### config.mk
export PLATFORM = sky130hd
export DESIGN_NAME = dspwm_mapper
export DESIGN_NICKNAME = d
export VERILOG_FILES = /design/src/hw/dspwm_mapper.v
export VERILOG_INCLUDE_DIRS = /design/src /design/src/hw
export SDC_FILE = /design/constraint.sdc
export NUM_CORES = 1
export LEC_CHECK = 0
export BUFFER_PORTS_ARGS = -buffer_cell sky130_fd_sc_hd__buf_2
export CAP_MARGIN = 20
export CELL_PAD_IN_SITES_DETAIL_PLACEMENT = 1
export CELL_PAD_IN_SITES_GLOBAL_PLACEMENT = 1
export CORE_UTILIZATION = 30
export CTS_CLUSTER_DIAMETER = 30
export DETAILED_ROUTE_END_ITERATION = 10
export PLACE_DENSITY_LB_ADDON = 0.1
export SYNTH_ARGS = -nofsm -noshare
export SYNTH_HDL_FRONTEND = slang
export SYNTH_SLANG_ARGS = --single-unit
### constraint.sdc
create_clock -name core_clk -period 0.8 [get_ports core_clk]
set_clock_uncertainty 0.1 [all_clocks]
set_input_delay 0.08 -clock core_clk [delete_from_list [all_inputs] [get_ports core_clk]]
set_output_delay 0.08 -clock core_clk [all_outputs]
set_load 0.005 [all_outputs]
### src/hw/dspwm_map.vh
`ifndef DSPWM_MAP_VH
`define DSPWM_MAP_VH
// Data space layout
`define DSPWM_EA_W          16
`define DSPWM_DATA_W        16
`define DSPWM_PWORD_W       24
`define DSPWM_PADDR_W       23
`define DSPWM_PAGE_W        8
`define DSPWM_WIN_BIT       15
`define DSPWM_LOW_BITS      15
`define DSPWM_BYTE_W        8
`define DSPWM_BYTE_SEL      0
// Implemented memory and fixed X/Y partition (word-aligned byte addresses)
`define DSPWM_IMPL_LO       16'h0000
`define DSPWM_IMPL_HI       16'h27ff
`define DSPWM_Y_LO          16'h1800
`define DSPWM_Y_HI          16'h27ff
// Instruction classes
`define DSPWM_CLS_OTHER     2'h0
`define DSPWM_CLS_MAC       2'h1
`define DSPWM_CLS_MOV       2'h2
`define DSPWM_CLS_MOVD      2'h3
// Table read kinds
`define DSPWM_TBL_NONE      2'h0
`define DSPWM_TBL_LOW       2'h1
`define DSPWM_TBL_HIGH      2'h2
// Added stall cycles
`define DSPWM_STALL_ONE     2'h1
`define DSPWM_STALL_TWO     2'h2
`define DSPWM_STALL_NONE    2'h0
`endif

### src/hw/dspwm_mapper.v
`timescale 1ns/1ps
`include "dspwm_map.vh"

module dspwm_mapper
(
    // Clock and reset
    input  wire                          core_clk,
    input  wire                          rst_n,
    // Core control bit and page
    input  wire                          programWindowEnable,
    input  wire [`DSPWM_PAGE_W-1:0]      programWindowPage,
    // Instruction context from the sequencer
    input  wire                          accessValid,
    input  wire [1:0]                    instrClass,
    input  wire                          macPrefetch,
    input  wire [1:0]                    tableRead,
    input  wire                          tableWrite,
    input  wire                          byteAccess,
    input  wire                          inRepeat,
    input  wire                          repeatEdge,
    // X read side
    input  wire [`DSPWM_EA_W-1:0]        xReadAddr,
    input  wire [`DSPWM_DATA_W-1:0]      xMemData,
    input  wire [`DSPWM_PWORD_W-1:0]     progWord,
    // Y read side
    input  wire                          yReadValid,
    input  wire [`DSPWM_EA_W-1:0]        yReadAddr,
    input  wire [`DSPWM_DATA_W-1:0]      yMemData,
    // Write side
    input  wire                          writeValid,
    input  wire [`DSPWM_EA_W-1:0]        writeAddr,
    input  wire [`DSPWM_DATA_W-1:0]      writeData,
    input  wire                          bitReverse,
    // Mapped addresses
    output reg  [`DSPWM_PADDR_W-1:0]     progAddr,
    output reg                           progSelect,
    output reg  [`DSPWM_EA_W-1:0]        xMemAddr,
    output reg  [`DSPWM_EA_W-1:0]        yMemAddr,
    // Returned data
    output reg  [`DSPWM_DATA_W-1:0]      xReadData,
    output reg  [`DSPWM_DATA_W-1:0]      yReadData,
    output reg                           readDone,
    // Write bus
    output reg                           xWriteEn,
    output reg  [`DSPWM_EA_W-1:0]        xWriteAddr,
    output reg  [`DSPWM_DATA_W-1:0]      xWriteData,
    output reg                           xBitReverse,
    // Stall request
    output reg  [1:0]                    stallCycles
);

////////////////////////////////////////////////////////////////////////////////

// Fixed partition; no software path can move it
function inYSpace;
    input [`DSPWM_EA_W-1:0] a;
    begin
        inYSpace = (a >= `DSPWM_Y_LO) && (a <= `DSPWM_Y_HI);
    end
endfunction

function implemented;
    input [`DSPWM_EA_W-1:0] a;
    begin
        implemented = (a >= `DSPWM_IMPL_LO) && (a <= `DSPWM_IMPL_HI);
    end
endfunction

// Byte lane pick; the chosen byte always lands in the low half
function [`DSPWM_DATA_W-1:0] byteLane;
    input [`DSPWM_DATA_W-1:0] w;
    input                     sel;
    begin
        if (sel)
            byteLane = {{`DSPWM_BYTE_W{1'b0}}, w[`DSPWM_DATA_W-1:`DSPWM_BYTE_W]};
        else
            byteLane = {{`DSPWM_BYTE_W{1'b0}}, w[`DSPWM_BYTE_W-1:0]};
    end
endfunction

// Top program byte zero-extended onto a data word
function [`DSPWM_DATA_W-1:0] highWord;
    input [`DSPWM_PWORD_W-1:0] p;
    begin
        highWord = {{`DSPWM_BYTE_W{1'b0}}, p[`DSPWM_PWORD_W-1:`DSPWM_DATA_W]};
    end
endfunction

////////////////////////////////////////////////////////////////////////////////

// Instruction decode
wire isMac    = (instrClass == `DSPWM_CLS_MAC);
wire macFetch = isMac && macPrefetch;
wire isMove   = (instrClass == `DSPWM_CLS_MOV) || (instrClass == `DSPWM_CLS_MOVD);
wire noTable  = (tableRead == `DSPWM_TBL_NONE);
wire tableOp  = !noTable || tableWrite;
wire byteSel  = xReadAddr[`DSPWM_BYTE_SEL];
wire [`DSPWM_DATA_W-1:0] progLow = progWord[`DSPWM_DATA_W-1:0];

// Redirect only when top bit set, enabled and no table op running
wire winHit   = programWindowEnable && xReadAddr[`DSPWM_WIN_BIT] && !tableOp;

// Page above the low fifteen bits; steps of two keep data and program aligned
wire [`DSPWM_PADDR_W-1:0] winAddr =
    {programWindowPage, xReadAddr[`DSPWM_LOW_BITS-1:0]};
// Table reads reach program space with the plain data address
wire [`DSPWM_PADDR_W-1:0] tblAddr =
    {{(`DSPWM_PADDR_W-`DSPWM_EA_W){1'b0}}, xReadAddr};

reg  [`DSPWM_DATA_W-1:0] next_xReadData;
reg  [1:0]               next_stall;
reg                      xInvalid;

////////////////////////////////////////////////////////////////////////////////

// Read byte and word assembly: table reads, window reads and plain X reads
always @*
begin
    next_xReadData = {`DSPWM_DATA_W{1'b0}};
    xInvalid       = 1'b0;
    case (tableRead)
        `DSPWM_TBL_LOW:
        begin
            if (byteAccess)
            begin
                next_xReadData = byteLane(progLow, byteSel);
            end
            else
            begin
                next_xReadData = progLow;
            end
        end
        `DSPWM_TBL_HIGH:
        begin
            if (byteAccess && byteSel)
            begin
                next_xReadData = {`DSPWM_DATA_W{1'b0}};
            end
            else
            begin
                next_xReadData = highWord(progWord);
            end
        end
        default:
        begin
            if (winHit)
            begin
                // Through the window only the low sixteen program bits reach data
                if (byteAccess)
                begin
                    next_xReadData = byteLane(progLow, byteSel);
                end
                else
                begin
                    next_xReadData = progLow;
                end
            end
            else
            begin
                // Only 0000-27ff linear for non-MAC; Y also excluded for MAC prefetch reads
                xInvalid = !implemented(xReadAddr)
                         || (macFetch && inYSpace(xReadAddr));
                if (xInvalid)
                begin
                    next_xReadData = {`DSPWM_DATA_W{1'b0}};
                end
                else if (byteAccess)
                begin
                    next_xReadData = byteLane(xMemData, byteSel);
                end
                else
                begin
                    next_xReadData = xMemData;
                end
            end
        end
    endcase
end

////////////////////////////////////////////////////////////////////////////////

// Added cycles; two fetches per window access lengthen the instruction
always @*
begin
    next_stall = `DSPWM_STALL_NONE;
    if (accessValid && winHit)
    begin
        if (inRepeat)
        begin
            // Middle iterations run single-cycle, so they add nothing
            if (repeatEdge)
            begin
                next_stall = `DSPWM_STALL_TWO;
            end
            else
            begin
                next_stall = `DSPWM_STALL_NONE;
            end
        end
        else if (macFetch || isMove)
        begin
            next_stall = `DSPWM_STALL_ONE;
        end
        else
        begin
            next_stall = `DSPWM_STALL_TWO;
        end
    end
end

// Y path serves MAC prefetch only; X pointers into Y are refused above for MAC prefetch only
wire yOk  = yReadValid && macFetch;
wire yBad = !inYSpace(yReadAddr);

////////////////////////////////////////////////////////////////////////////////

// Program fetch side; one cycle from request to answer
always @(posedge core_clk or negedge rst_n)
begin
    if (!rst_n)
    begin
        progSelect <= 1'b0;
        progAddr   <= {`DSPWM_PADDR_W{1'b0}};
    end
    else
    begin
        progSelect <= accessValid && (winHit || !noTable);
        progAddr   <= winHit ? winAddr : tblAddr;
    end
end

// Read addresses pass straight to the memories
always @(posedge core_clk or negedge rst_n)
begin
    if (!rst_n)
    begin
        xMemAddr <= {`DSPWM_EA_W{1'b0}};
        yMemAddr <= {`DSPWM_EA_W{1'b0}};
    end
    else
    begin
        xMemAddr <= xReadAddr;
        yMemAddr <= yReadAddr;
    end
end

// X answer stands for one cycle; idle cycles return zero
always @(posedge core_clk or negedge rst_n)
begin
    if (!rst_n)
    begin
        xReadData <= {`DSPWM_DATA_W{1'b0}};
        readDone  <= 1'b0;
    end
    else
    begin
        xReadData <= accessValid ? next_xReadData : {`DSPWM_DATA_W{1'b0}};
        readDone  <= accessValid;
    end
end

// Y answer; refused fetches read as zero
always @(posedge core_clk or negedge rst_n)
begin
    if (!rst_n)
    begin
        yReadData <= {`DSPWM_DATA_W{1'b0}};
    end
    else
    begin
        // Modulo address arithmetic lives in the AGUs; both paths accept it
        yReadData <= (yOk && !yBad) ? yMemData : {`DSPWM_DATA_W{1'b0}};
    end
end

// Stall count travels with the answer; the sequencer applies it
always @(posedge core_clk or negedge rst_n)
begin
    if (!rst_n)
    begin
        stallCycles <= `DSPWM_STALL_NONE;
    end
    else
    begin
        stallCycles <= next_stall;
    end
end

// Every write, MAC write-back included, leaves on X
always @(posedge core_clk or negedge rst_n)
begin
    if (!rst_n)
    begin
        xWriteEn    <= 1'b0;
        xBitReverse <= 1'b0;
    end
    else
    begin
        xWriteEn    <= writeValid;
        xBitReverse <= writeValid && bitReverse;
    end
end

// Write address and data; no Y write port exists at all
always @(posedge core_clk or negedge rst_n)
begin
    if (!rst_n)
    begin
        xWriteAddr <= {`DSPWM_EA_W{1'b0}};
        xWriteData <= {`DSPWM_DATA_W{1'b0}};
    end
    else
    begin
        xWriteAddr <= writeAddr;
        xWriteData <= writeData;
    end
end

endmodule // dspwm_mapper

# After elaboration in Yosys (flattened, before gate mapping)
# Cells that the tools add are included.
# Widths: inputs -> output; s select.
dict set report totals {
  reg_bits 125
  input_bits 144
}
dict set report op_classes {
  n_lt_le_gt_ge 5
  n_eq_ne 5
  n_mux 15
  reduce_logical 22
}
# op n
set ops {}
lappend ops {{$mux 16} 6}
lappend ops {{$ge 16x13->1 const B} 2}
lappend ops {{$le 16x14->1 const B} 2}
lappend ops {{$pmux 16 s2} 1}
lappend ops {{$mux 8} 3}
lappend ops {{$mux 23} 1}
lappend ops {{$ge 16x1->1 const B} 1}
lappend ops {{$logic_and 1x1->1} 13}
lappend ops {{$mux 2} 4}
lappend ops {{$eq 2x2->1 const B} 3}
lappend ops {{$logic_or 1x1->1} 5}
lappend ops {{$eq 2x1->1 const B} 2}
lappend ops {{$logic_not 1->1} 3}
lappend ops {{$logic_not 2->1} 1}

# Longest topological paths before layout
# Gate-level depths: netlist (run 1).
dict set report logic_depth {
  ltp_word 8
  depth_mapped 6
}

# Worst setup path before layout (run 1)
# Ideal clock, no wire load.
dict set report synth_timing {
  kind {in2reg}
  startpoint {in tableRead[1]}
  endpoint {reg xReadData[10]}
  path_stages 6
  setup_slack_ps -506
  arrival_time_ps 1103
  setup_ps 104
  cell_sequence {inv_1 ha_1 clkinv_1 nor2_1 nand2_1 a221oi_1}
}
dict set report synth_via {
  elab_chain_cells 8
  elab_cells_between_ends 10
  cone_classes {eq/ne: 2; mux: 3; reduce/logical: 5}
}
# element line
set synth_lines {}
lappend synth_lines {{start: declaration} dspwm_mapper.v:16} ;# input wire [1:0] tableRead,
lappend synth_lines {{$logic_not 2->1 (no source line)} n/a}
lappend synth_lines {{$logic_not 1->1} dspwm_mapper.v:96} ;# wire tableOp = !noTable || tableWrite;
lappend synth_lines {{$logic_or 1x1->1} dspwm_mapper.v:96}
lappend synth_lines {{$logic_not 1->1} dspwm_mapper.v:101} ;# wire winHit = programWindowEnable && xReadAddr[`DSPWM_WIN_BIT] && !tableOp;
lappend synth_lines {{$logic_and 1x1->1} dspwm_mapper.v:101}
lappend synth_lines {{$mux 16} dspwm_mapper.v:146} ;# if (winHit)
lappend synth_lines {{$pmux 16 s2 *} dspwm_mapper.v:121} ;# case (tableRead)
lappend synth_lines {{$mux 16 *} dspwm_mapper.v:257} ;# xReadData <= accessValid ? next_xReadData : {`DSPWM_DATA_W{1'b0}};
lappend synth_lines {{end signal: assignment} dspwm_mapper.v:252} ;# xReadData <= {`DSPWM_DATA_W{1'b0}};
lappend synth_lines {{end signal: assignment} dspwm_mapper.v:257}
lappend synth_lines {{end: declaration} dspwm_mapper.v:40} ;# output reg [`DSPWM_DATA_W-1:0] xReadData,
# Every way passes the cells marked *; elsewhere a longest branch is shown, timed or not.

# Final worst setup path (run 1)
dict set report layout_timing {
  startpoint {reg progAddr[11]}
  endpoint {out progAddr[11]}
}
# element line
set layout_rtl {}
lappend layout_rtl {{start: declaration} dspwm_mapper.v:35} ;# output reg [`DSPWM_PADDR_W-1:0] progAddr,
lappend layout_rtl {{start signal: assignment} dspwm_mapper.v:223} ;# progAddr <= {`DSPWM_PADDR_W{1'b0}};
lappend layout_rtl {{start signal: assignment} dspwm_mapper.v:228} ;# progAddr <= winHit ? winAddr : tblAddr;
# No word-level cell between the ends.

==> results of run 1 <==
timing repair:
item,4_1_cts,5_1_grt
pin swaps,31,5
endpoints found under the setup margin,166,160
cloned,1,0
gates resized for setup,55,14
endpoints found under the hold margin,206,6
setup buffers,4,1
hold buffers,92,1
sequential cells by signal, summed over array words and instances, names as in the netlist, 2 cells and up:
name	flops
xReadData	16
stallCycles	2
xWriteAddr	16
yMemAddr	16
xWriteData	16
yReadData	16
progAddr	23
metal layers:
metal  vias to the layer above  GRT usage  wire [µm]
met4                         0     0.0906        323
met5                         -          0          0
li1                       1760          -          -
met1                      1920      0.257       5850
met3                        26     0.0498        890
met2                       147      0.442       8720
cell families after synthesis:
kind of cell	synth area share
adders and majority gates	0.00961
muxes	0.0231
AOI/OAI and AO/OA	0.0906
DFF	0.705
buffers and inverters	0.0458
and+or+nand+nor	0.126
cell usage after synthesis, types with 2 or more instances:
library cell / number
sky130_fd_sc_hd__mux2i_1: 9
sky130_fd_sc_hd__and2_1: 24
sky130_fd_sc_hd__ha_1: 3
sky130_fd_sc_hd__inv_1: 2
sky130_fd_sc_hd__o211ai_1: 8
sky130_fd_sc_hd__nand3_1: 16
sky130_fd_sc_hd__nor2b_1: 2
sky130_fd_sc_hd__a21oi_1: 19
sky130_fd_sc_hd__clkinv_1: 2
sky130_fd_sc_hd__a221oi_1: 8
sky130_fd_sc_hd__nor2_1: 12
sky130_fd_sc_hd__buf_2: 2
sky130_fd_sc_hd__dfrtp_1: 110
sky130_fd_sc_hd__clkbuf_1: 4
sky130_fd_sc_hd__o311a_1: 8
sky130_fd_sc_hd__buf_4: 17
sky130_fd_sc_hd__nor3_2: 2
sky130_fd_sc_hd__nand2_1: 29
cells in the final DEF, fill, tap and decap left out, types with 2 or more instances in the layout:
| master | n |
|---|---|
| sky130_fd_sc_hd__buf_4 | 29 |
| sky130_fd_sc_hd__clkbuf_1 | 2 |
| sky130_fd_sc_hd__dlygate4sd3_1 | 91 |
| sky130_fd_sc_hd__dfrtp_1 | 110 |
| sky130_fd_sc_hd__a21oi_1 | 6 |
| sky130_fd_sc_hd__nor2_4 | 2 |
| sky130_fd_sc_hd__nand3_1 | 8 |
| sky130_fd_sc_hd__clkinv_2 | 2 |
| sky130_fd_sc_hd__nor2_1 | 11 |
| sky130_fd_sc_hd__o311a_1 | 8 |
| sky130_fd_sc_hd__nand3_4 | 5 |
| sky130_fd_sc_hd__and2_4 | 2 |
| sky130_fd_sc_hd__mux2i_1 | 5 |
| sky130_fd_sc_hd__nand2_1 | 28 |
| sky130_fd_sc_hd__mux2i_2 | 3 |
| sky130_fd_sc_hd__clkbuf_16 | 9 |
| sky130_fd_sc_hd__nor3_2 | 2 |
| sky130_fd_sc_hd__a21oi_2 | 13 |
| sky130_fd_sc_hd__ha_1 | 2 |
| sky130_fd_sc_hd__buf_12 | 7 |
| sky130_fd_sc_hd__buf_6 | 14 |
| sky130_fd_sc_hd__buf_2 | 255 |
| sky130_fd_sc_hd__a221oi_2 | 8 |
| sky130_fd_sc_hd__and2_1 | 22 |
| sky130_fd_sc_hd__nand3_2 | 3 |
| sky130_fd_sc_hd__o211ai_1 | 8 |
report_power, final:
part           leakage [nW]  switching (mW)  internal, mW  total, mW
logic                  2.18           0.960          1.15       2.11
clock network         0.132            2.01          2.41       4.42
registers              1.37          0.0888          5.80       5.89
total                  3.68            3.06          9.37       12.4
worst min-delay path by stage:
stage               endpoint  slack, ps  depth (start not counted)    startpoint
6_report        xReadData[8]        -90                          3   xMemData[8]
5_1_grt         xReadData[8]       -100                          3   xMemData[8]
4_1_cts        xReadData[15]       -110                          3  xMemData[15]
3_5_place_dp    yReadData[3]       -110                          1         rst_n
3_3_place_gp   xWriteAddr[0]       -120                          1         rst_n
2_1_floorplan    progAddr[0]       -320                          0         rst_n
per-stage QoR:
| step | hold slack (ps) | util | std cells |
|---|---|---|---|
| finish | -89.3 | 0.575 | 853 |
| CTS | -107 | 0.568 | 851 |
| global placement | -118 | 0.449 | 741 |
| floorplan | -316 | - | 291 |
| detailed placement | -113 | 0.449 | 741 |
| global route | -96.4 | 0.575 | 852 |
area by class of cell:
cell class	count	share of cell area
inverter	4	0.00515
tap	172	0.0296
antenna	1	0.000344
multi-input combinational	153	0.173
timing repair buffer	399	0.376
sequential	110	0.378
clock buffer	11	0.0320
clock inverter	3	0.00636
==> summary.txt, run 1 <==
OUTCOME
-----------------------------------------------------------------------------
Status                                                           finished, violations left
Violated checks                                                  hold timing, setup timing

CRITICAL PATH
-----------------------------------------------------------------------------
Maximum cell stage delay along the critical path                       410 ps
Critical path launch point type                                     flip-flop
Crit path launch                                                 progAddr[11]
Endpoint required time on the critical path                            620 ps
Worst path arrival time                                                910 ps
Crit-path leading delay family                                     flip-flops
Slowest CP cell                                                  sky130_fd_sc_hd__dfrtp_1
Crit Path Max Fanout                                                        2
CP endpoint                                                      progAddr[11]
Critical-path cell list                                                 buf_2
Setup crit end kind                                                output pin
Worst path depth                                                            1
Worst path bufs/invs                                                        1
Path type of the worst setup path                                flip-flop to output pin

GLOBAL ROUTE
-----------------------------------------------------------------------------
Initial antenna violation count                                             0
Global Route Usage Sum                                                  0.235
Pin count of the biggest net entering global routing                       33
Number of global-route vias before repair                                4291
First-pass GRT wire length                                            23.1 mm
Gr ovfl total                                                               0

SYNTHESIS
-----------------------------------------------------------------------------
FFs w/ async S/R, synth                                                  1.00
Top area cells in the synthesized netlist                        sky130_fd_sc_hd__dfrtp_1, sky130_fd_sc_hd__and2_1, sky130_fd_sc_hd__buf_4
Post-synth top area cell                                         sky130_fd_sc_hd__dfrtp_1
Total nets after synthesis                                                438
Total of flip-flops plus latches after synthesis                          110
Gate Count Post-Synth                                                     291
Avg Cell Area, Syn                                                   13.4 µm²
Post-synthesis cell area                                             3910 µm²
Portion of the post-synthesis area used by sequential elements          0.705
Unique masters post-synth                                                  32
Flip-flop cell with the highest count after synthesis            sky130_fd_sc_hd__dfrtp_1
Share of the synthesized area in the top cell type                      0.705
Total of warnings raised by yosys                                           0
Count of flip-flops with a built-in enable after synthesis                  0

FINISH
-----------------------------------------------------------------------------
Cell area after layout                                               7280 µm²
Fraction of final layout cells sized beyond drive strength 1            0.547
Combined area of the multi-input logic cells                         1260 µm²
Post-synthesis to final-layout area growth                              86.4%
Final Net Count                                                           824
Storage element area                                                 2750 µm²
Filler instances                                                         1361

CLOCK NETWORK
-----------------------------------------------------------------------------
Clk Tree Root Cell                                               sky130_fd_sc_hd__clkbuf_16
Number of sinks on the clock net                                          110
Total CTS buffers                                                           9
Reg clk slew, reported paths                                            70 ps
Maximum clock insertion buffer count                                        2
Depth of the CTS H-tree                                                     3
CTS tree                                                                built

STA
-----------------------------------------------------------------------------
Period minus WS final                                                 1090 ps
Slew at the pin closest to its max-slew limit                          426 ps
Maximum frequency from static timing analysis                         920 MHz
Final clock period utilization by the worst path                         1.36
Smallest hold slack                                                  -89.3 ps
Max-slew violation total from the final report                              0
Unrepaired setup endpoints after global routing                          true
Max-Slew Margin vs Limit                                                0.716
Crit path setup slack, layout                                         -287 ps
Setup TNS after final layout                                        -32850 ps
Final Hold Fails                                                            6
Finish-stage setup viols                                                  158

PLACE
-----------------------------------------------------------------------------
Port Buffer Count                                                         268
Routability cong.                                                       0.753
Placed instance area                                                 5690 µm²
Setup Slack @ Placement                                               -671 ps
HPWL after detailed placement                                         10.7 mm

DETAILED ROUTING
-----------------------------------------------------------------------------
Number of iterations in the first detailed-routing pass                     4
Post-route DRC violation count                                              0
Wire length after detailed routing                                    15.8 mm
1st-iter DRT viols                                                        140
Average routed wire per standard cell                                 18.5 µm
Final ANT Viol Nets                                                         0
Mean number of vias per cell                                             4.52
Total via count in the routed design                                     3853

FLOORPLAN
-----------------------------------------------------------------------------
Standard-cell rows                                                         41
Total I/O pin count                                                       269
Die ar.                                                             13500 µm²
DIE WIDTH                                                              116 µm
Die Height                                                             116 µm
Initial core utilization                                                0.308
Placeable Area                                                      12700 µm²

HOLD PATH
-----------------------------------------------------------------------------
Worst min-delay path class                                       input pin to flip-flop

PWR
-----------------------------------------------------------------------------
Total chip power                                                      12.4 mW
Worst vdd ir                                                           931 µV
Areal power density over the cells                                1710 nW/µm²
Total leakage power                                                   3.68 nW

JOB
-----------------------------------------------------------------------------
Maximum capacitance violations                                              0

Note: power is estimated with default switching activity, not from simulation.
==> run 2, diff against run 1 <==
--- a/config.mk
+++ b/config.mk
@@ -6,6 +6,7 @@
 export SDC_FILE = /design/constraint.sdc
 export NUM_CORES = 1
 export LEC_CHECK = 0
+export ABC_AREA = 1
 export BUFFER_PORTS_ARGS = -buffer_cell sky130_fd_sc_hd__buf_2
 export CAP_MARGIN = 20
 export CELL_PAD_IN_SITES_DETAIL_PLACEMENT = 1
@@ -13,7 +14,7 @@
 export CORE_UTILIZATION = 30
 export CTS_CLUSTER_DIAMETER = 30
 export DETAILED_ROUTE_END_ITERATION = 10
-export PLACE_DENSITY_LB_ADDON = 0.1
+export PLACE_DENSITY = 0.78
 export SYNTH_ARGS = -nofsm -noshare
 export SYNTH_HDL_FRONTEND = slang
 export SYNTH_SLANG_ARGS = --single-unit
==> run 2 against run 1 <==
  * The flow still finishes with violations (hold timing, setup timing)
  * Synthesized cell count up 32%
  * Wire length up 30%
  * Flip-flop and latch count unchanged
  * Core utilization up 1.9 points
  * Maximum frequency down 3.7%
  * Clock-buffer cell count down 1
  * Sequential share of layout area down 2.8 points
  * Final area up 8.0%
==> summary.txt, run 2 <==
OUTCOME
------------------------------------------------------------------------------
Status                                                            finished, violations left
Violated checks                                                   hold timing, setup timing

FINISH
------------------------------------------------------------------------------
Fraction of final layout cells sized beyond drive strength 1             0.545   -0.00172
Most common cell after layout, fill and taps aside                sky130_fd_sc_hd__buf_2
Most frequent cells in the layout                                 sky130_fd_sc_hd__buf_2, sky130_fd_sc_hd__dfrtp_1, sky130_fd_sc_hd__dlygate4sd3_1
Max FFs per register                                                        23   unchanged
Post-synthesis to final-layout area growth                               92.3%
Cell area after layout                                                7860 µm²   +8.0%
Final Net Count                                                            914   +11%
Register with the most flip-flops                                     progAddr
Filler instances                                                          1482   +8.9%

SYNTHESIS
------------------------------------------------------------------------------
Dominant combinational cell family by area after synthesis        simple AND/OR/NAND/NOR gates
Xor/xnor share of the synthesized area                                       0   unchanged
Unique masters post-synth                                                   28   -13%
Most used standard cell by instance count after synthesis         sky130_fd_sc_hd__dfrtp_1
Share of the synthesized area in the top cell type                       0.673   -0.0315
Flip-flop cell with the highest count after synthesis             sky130_fd_sc_hd__dfrtp_1
Count of flip-flops with a built-in enable after synthesis                   0   unchanged
Share of synthesized area spent on multiplexers                              0   -0.0231
Top post-synthesis cells by count                                 sky130_fd_sc_hd__dfrtp_1, sky130_fd_sc_hd__nand2_1, sky130_fd_sc_hd__inv_1
Avg Cell Area, Syn                                                    10.7 µm²   -20%
Portion of the post-synthesis area used by sequential elements           0.673   -0.0315
Top area cells in the synthesized netlist                         sky130_fd_sc_hd__dfrtp_1, sky130_fd_sc_hd__nand2_1, sky130_fd_sc_hd__inv_1
FFs w/ async S/R, synth                                                   1.00   unchanged
Share of the synthesized area in compound gates (AO/OA/AOI/OAI)         0.0857   -0.00497
Total of warnings raised by yosys                                            0   unchanged
Post-synthesis cell area                                              4090 µm²   +4.7%
Adder and majority cell fraction of the synthesized area               0.00918   -0.000429
Total of flip-flops plus latches after synthesis                           110   unchanged
Gate Count Post-Synth                                                      383   +32%
Post-synth top area cell                                          sky130_fd_sc_hd__dfrtp_1
Share of synthesized cell area in and, or, nand and nor gates            0.131   +0.00507
Total nets after synthesis                                                 530   +21%

PWR
------------------------------------------------------------------------------
Total leakage power                                                    4.04 nW   +9.7%
Areal power density over the cells                                 1670 nW/µm²   -2.4%
Worst vdd ir                                                           1290 µV   +38%

DETAILED ROUTING
------------------------------------------------------------------------------
Top Layer Used                                                            met5
Wire length after detailed routing                                     20.6 mm   +30%
Met1 wire length                                                       7.43 mm   +27%
Number of iterations in the first detailed-routing pass                      4   unchanged
Detail Route met3 WL                                                    999 µm   +12%
Final ANT Viol Nets                                                          0   unchanged
Routed length on met2                                                  11.3 mm   +29%
Mean number of vias per cell                                              4.67   +3.4%
Total via count in the routed design                                      4442   +15%
1st-iter DRT viols                                                         207   +48%
Post-route DRC violation count                                               0   unchanged
Average routed wire per standard cell                                  21.6 µm   +17%

STA
------------------------------------------------------------------------------
Setup TNS after final layout                                         -32200 ps   +646 ps
Crit path setup slack, layout                                          -329 ps   -42.1 ps
Smallest hold slack                                                    -147 ps   -57.8 ps
Finish-stage setup viols                                                   160   +1.3%
Unrepaired setup endpoints after global routing                           true
Slew at the pin closest to its max-slew limit                           347 ps   -79.5 ps
Maximum frequency from static timing analysis                          886 MHz   -3.7%
Final clock period utilization by the worst path                          1.41   +0.0527
Final Hold Fails                                                             7   +1
Max-Slew Margin vs Limit                                                 0.766   +0.0506
Max-slew violation total from the final report                               0   unchanged
Period minus WS final                                                  1130 ps   +42.1 ps

CRITICAL PATH
------------------------------------------------------------------------------
Worst path depth                                                             1   unchanged
Maximum cell stage delay along the critical path                        440 ps   +30 ps
Path type of the worst setup path                                 flip-flop to output pin
Worst path arrival time                                                 950 ps   +40 ps
Crit-path leading delay family                                      flip-flops
Slowest CP cell                                                   sky130_fd_sc_hd__dfrtp_1
Worst path bufs/invs                                                         1   unchanged
Critical-path cell list                                                  buf_2
Crit Path Max Fanout                                                         2   unchanged
Critical path launch point type                                      flip-flop
Endpoint required time on the critical path                             620 ps   about the same
Setup crit end kind                                                 output pin

PLACE
------------------------------------------------------------------------------
HPWL after detailed placement                                          11.5 mm   +7.6%
Port Buffer Count                                                          268   unchanged
Placed instance area                                                  5820 µm²   +2.3%
Routability cong.                                                        0.844   +12%

FLOORPLAN
------------------------------------------------------------------------------
Total I/O pin count                                                        269   unchanged
Placeable Area                                                       13200 µm²   +4.5%
Initial core utilization                                                 0.309   +0.000483
Standard-cell rows                                                          42   +2.4%
DIE WIDTH                                                               119 µm   +2.3%
Die Height                                                              119 µm   +2.3%
Die ar.                                                              14100 µm²   +4.6%

HOLD PATH
------------------------------------------------------------------------------
Worst Hold Path EP                                                stallCycles[1]
Hold path startpoint                                                  inRepeat
Hold Path Stages                                                             2   -1
Worst min-delay path class                                        input pin to flip-flop

GLOBAL ROUTE
------------------------------------------------------------------------------
Number of global-route vias before repair                                 4891   +14%
First-pass GRT wire length                                             28.7 mm   +24%
Gr ovfl total                                                                0   unchanged
Initial antenna violation count                                              3   +3
Pin count of the biggest net entering global routing                        29   -12%
Global Route Usage Sum                                                   0.274   +0.0391

CLOCK NETWORK
------------------------------------------------------------------------------
Total CTS buffers                                                            9   unchanged
CTS tree                                                                 built
Clk Tree Root Cell                                                sky130_fd_sc_hd__clkbuf_16
Reg clk slew, reported paths                                             80 ps   about the same
Maximum clock insertion buffer count                                         2   unchanged
Depth of the CTS H-tree                                                      3   unchanged
Number of sinks on the clock net                                           110   unchanged

JOB
------------------------------------------------------------------------------
Maximum capacitance violations                                               0   unchanged

-- run 2: metrics by stage --
| step | power (mW) | hold WS, ps | cells | worst slack [ps] | utilization |
|---|---|---|---|---|---|
| detailed placement | 7.67 | -148 | 827 | -479 | 0.440 |
| global placement | 7.59 | -151 | 827 | -438 | 0.440 |
| floorplan | 6.59 | -316 | 383 | -197 | - |
| CTS | 12.7 | -170 | 942 | -273 | 0.560 |
| global route | 13.6 | -148 | 949 | -339 | 0.593 |
| finish | 13.1 | -147 | 951 | -329 | 0.594 |
-- run 2: layout make-up --
cell class              count  area (µm²)  area share
multi-input cells         190        1460       0.186
flip-flops and latches    110        2750       0.350
clock buffers              10         239      0.0304
clock inverters             6        62.6     0.00796
well taps                 176         220      0.0280
repair buffers            403        2890       0.368
inverters                  53         224      0.0285
diodes                      3        7.51    0.000955
-- run 2: worst max-delay path by stage --
stage | from | to | slack (ps)
after detailed placement | tableRead[1] | xReadData[0] | -480
after floorplan | xReadAddr[15] | xReadData[10] | -200
after CTS | progAddr[3] | progAddr[3] | -270
final | progAddr[7] | xMemAddr[7] | -330
after global routing | progAddr[7] | xMemAddr[7] | -340
after global placement | tableRead[1] | xReadData[0] | -440
-- run 2: timing repair --
item                                    4_1_cts  5_1_grt
endpoints found under the setup margin      142      161
setup buffers                                 5        5
hold endpoints to repair                    208        5
cloned                                        2        1
pin swaps                                    25       42
resized for setup                            59       89
hold buffers                                 92        1
-- run 2: cells by family (layout without fill, tap and decap cells) --
group,Yosys count,count (layout)
and+or+nand+nor,127,127
DFF,110,110
buffers and inverters,83,472
AOI/OAI and AO/OA,60,60
adders and majority gates,3,3
other,0,3
-- run 2: routing by layer --
layer	up-vias	track usage
met5	-	0
met4	2	0.104
met3	55	0.0545
met2	205	0.514
met1	2221	0.300
li1	1959	-
-- run 2: power by group --
group	total [mW]	switching [mW]	internal [mW]
logic	2.55	1.26	1.29
clock network	4.63	2.34	2.29
registers	5.92	0.118	5.80
total	13.1	3.72	9.38
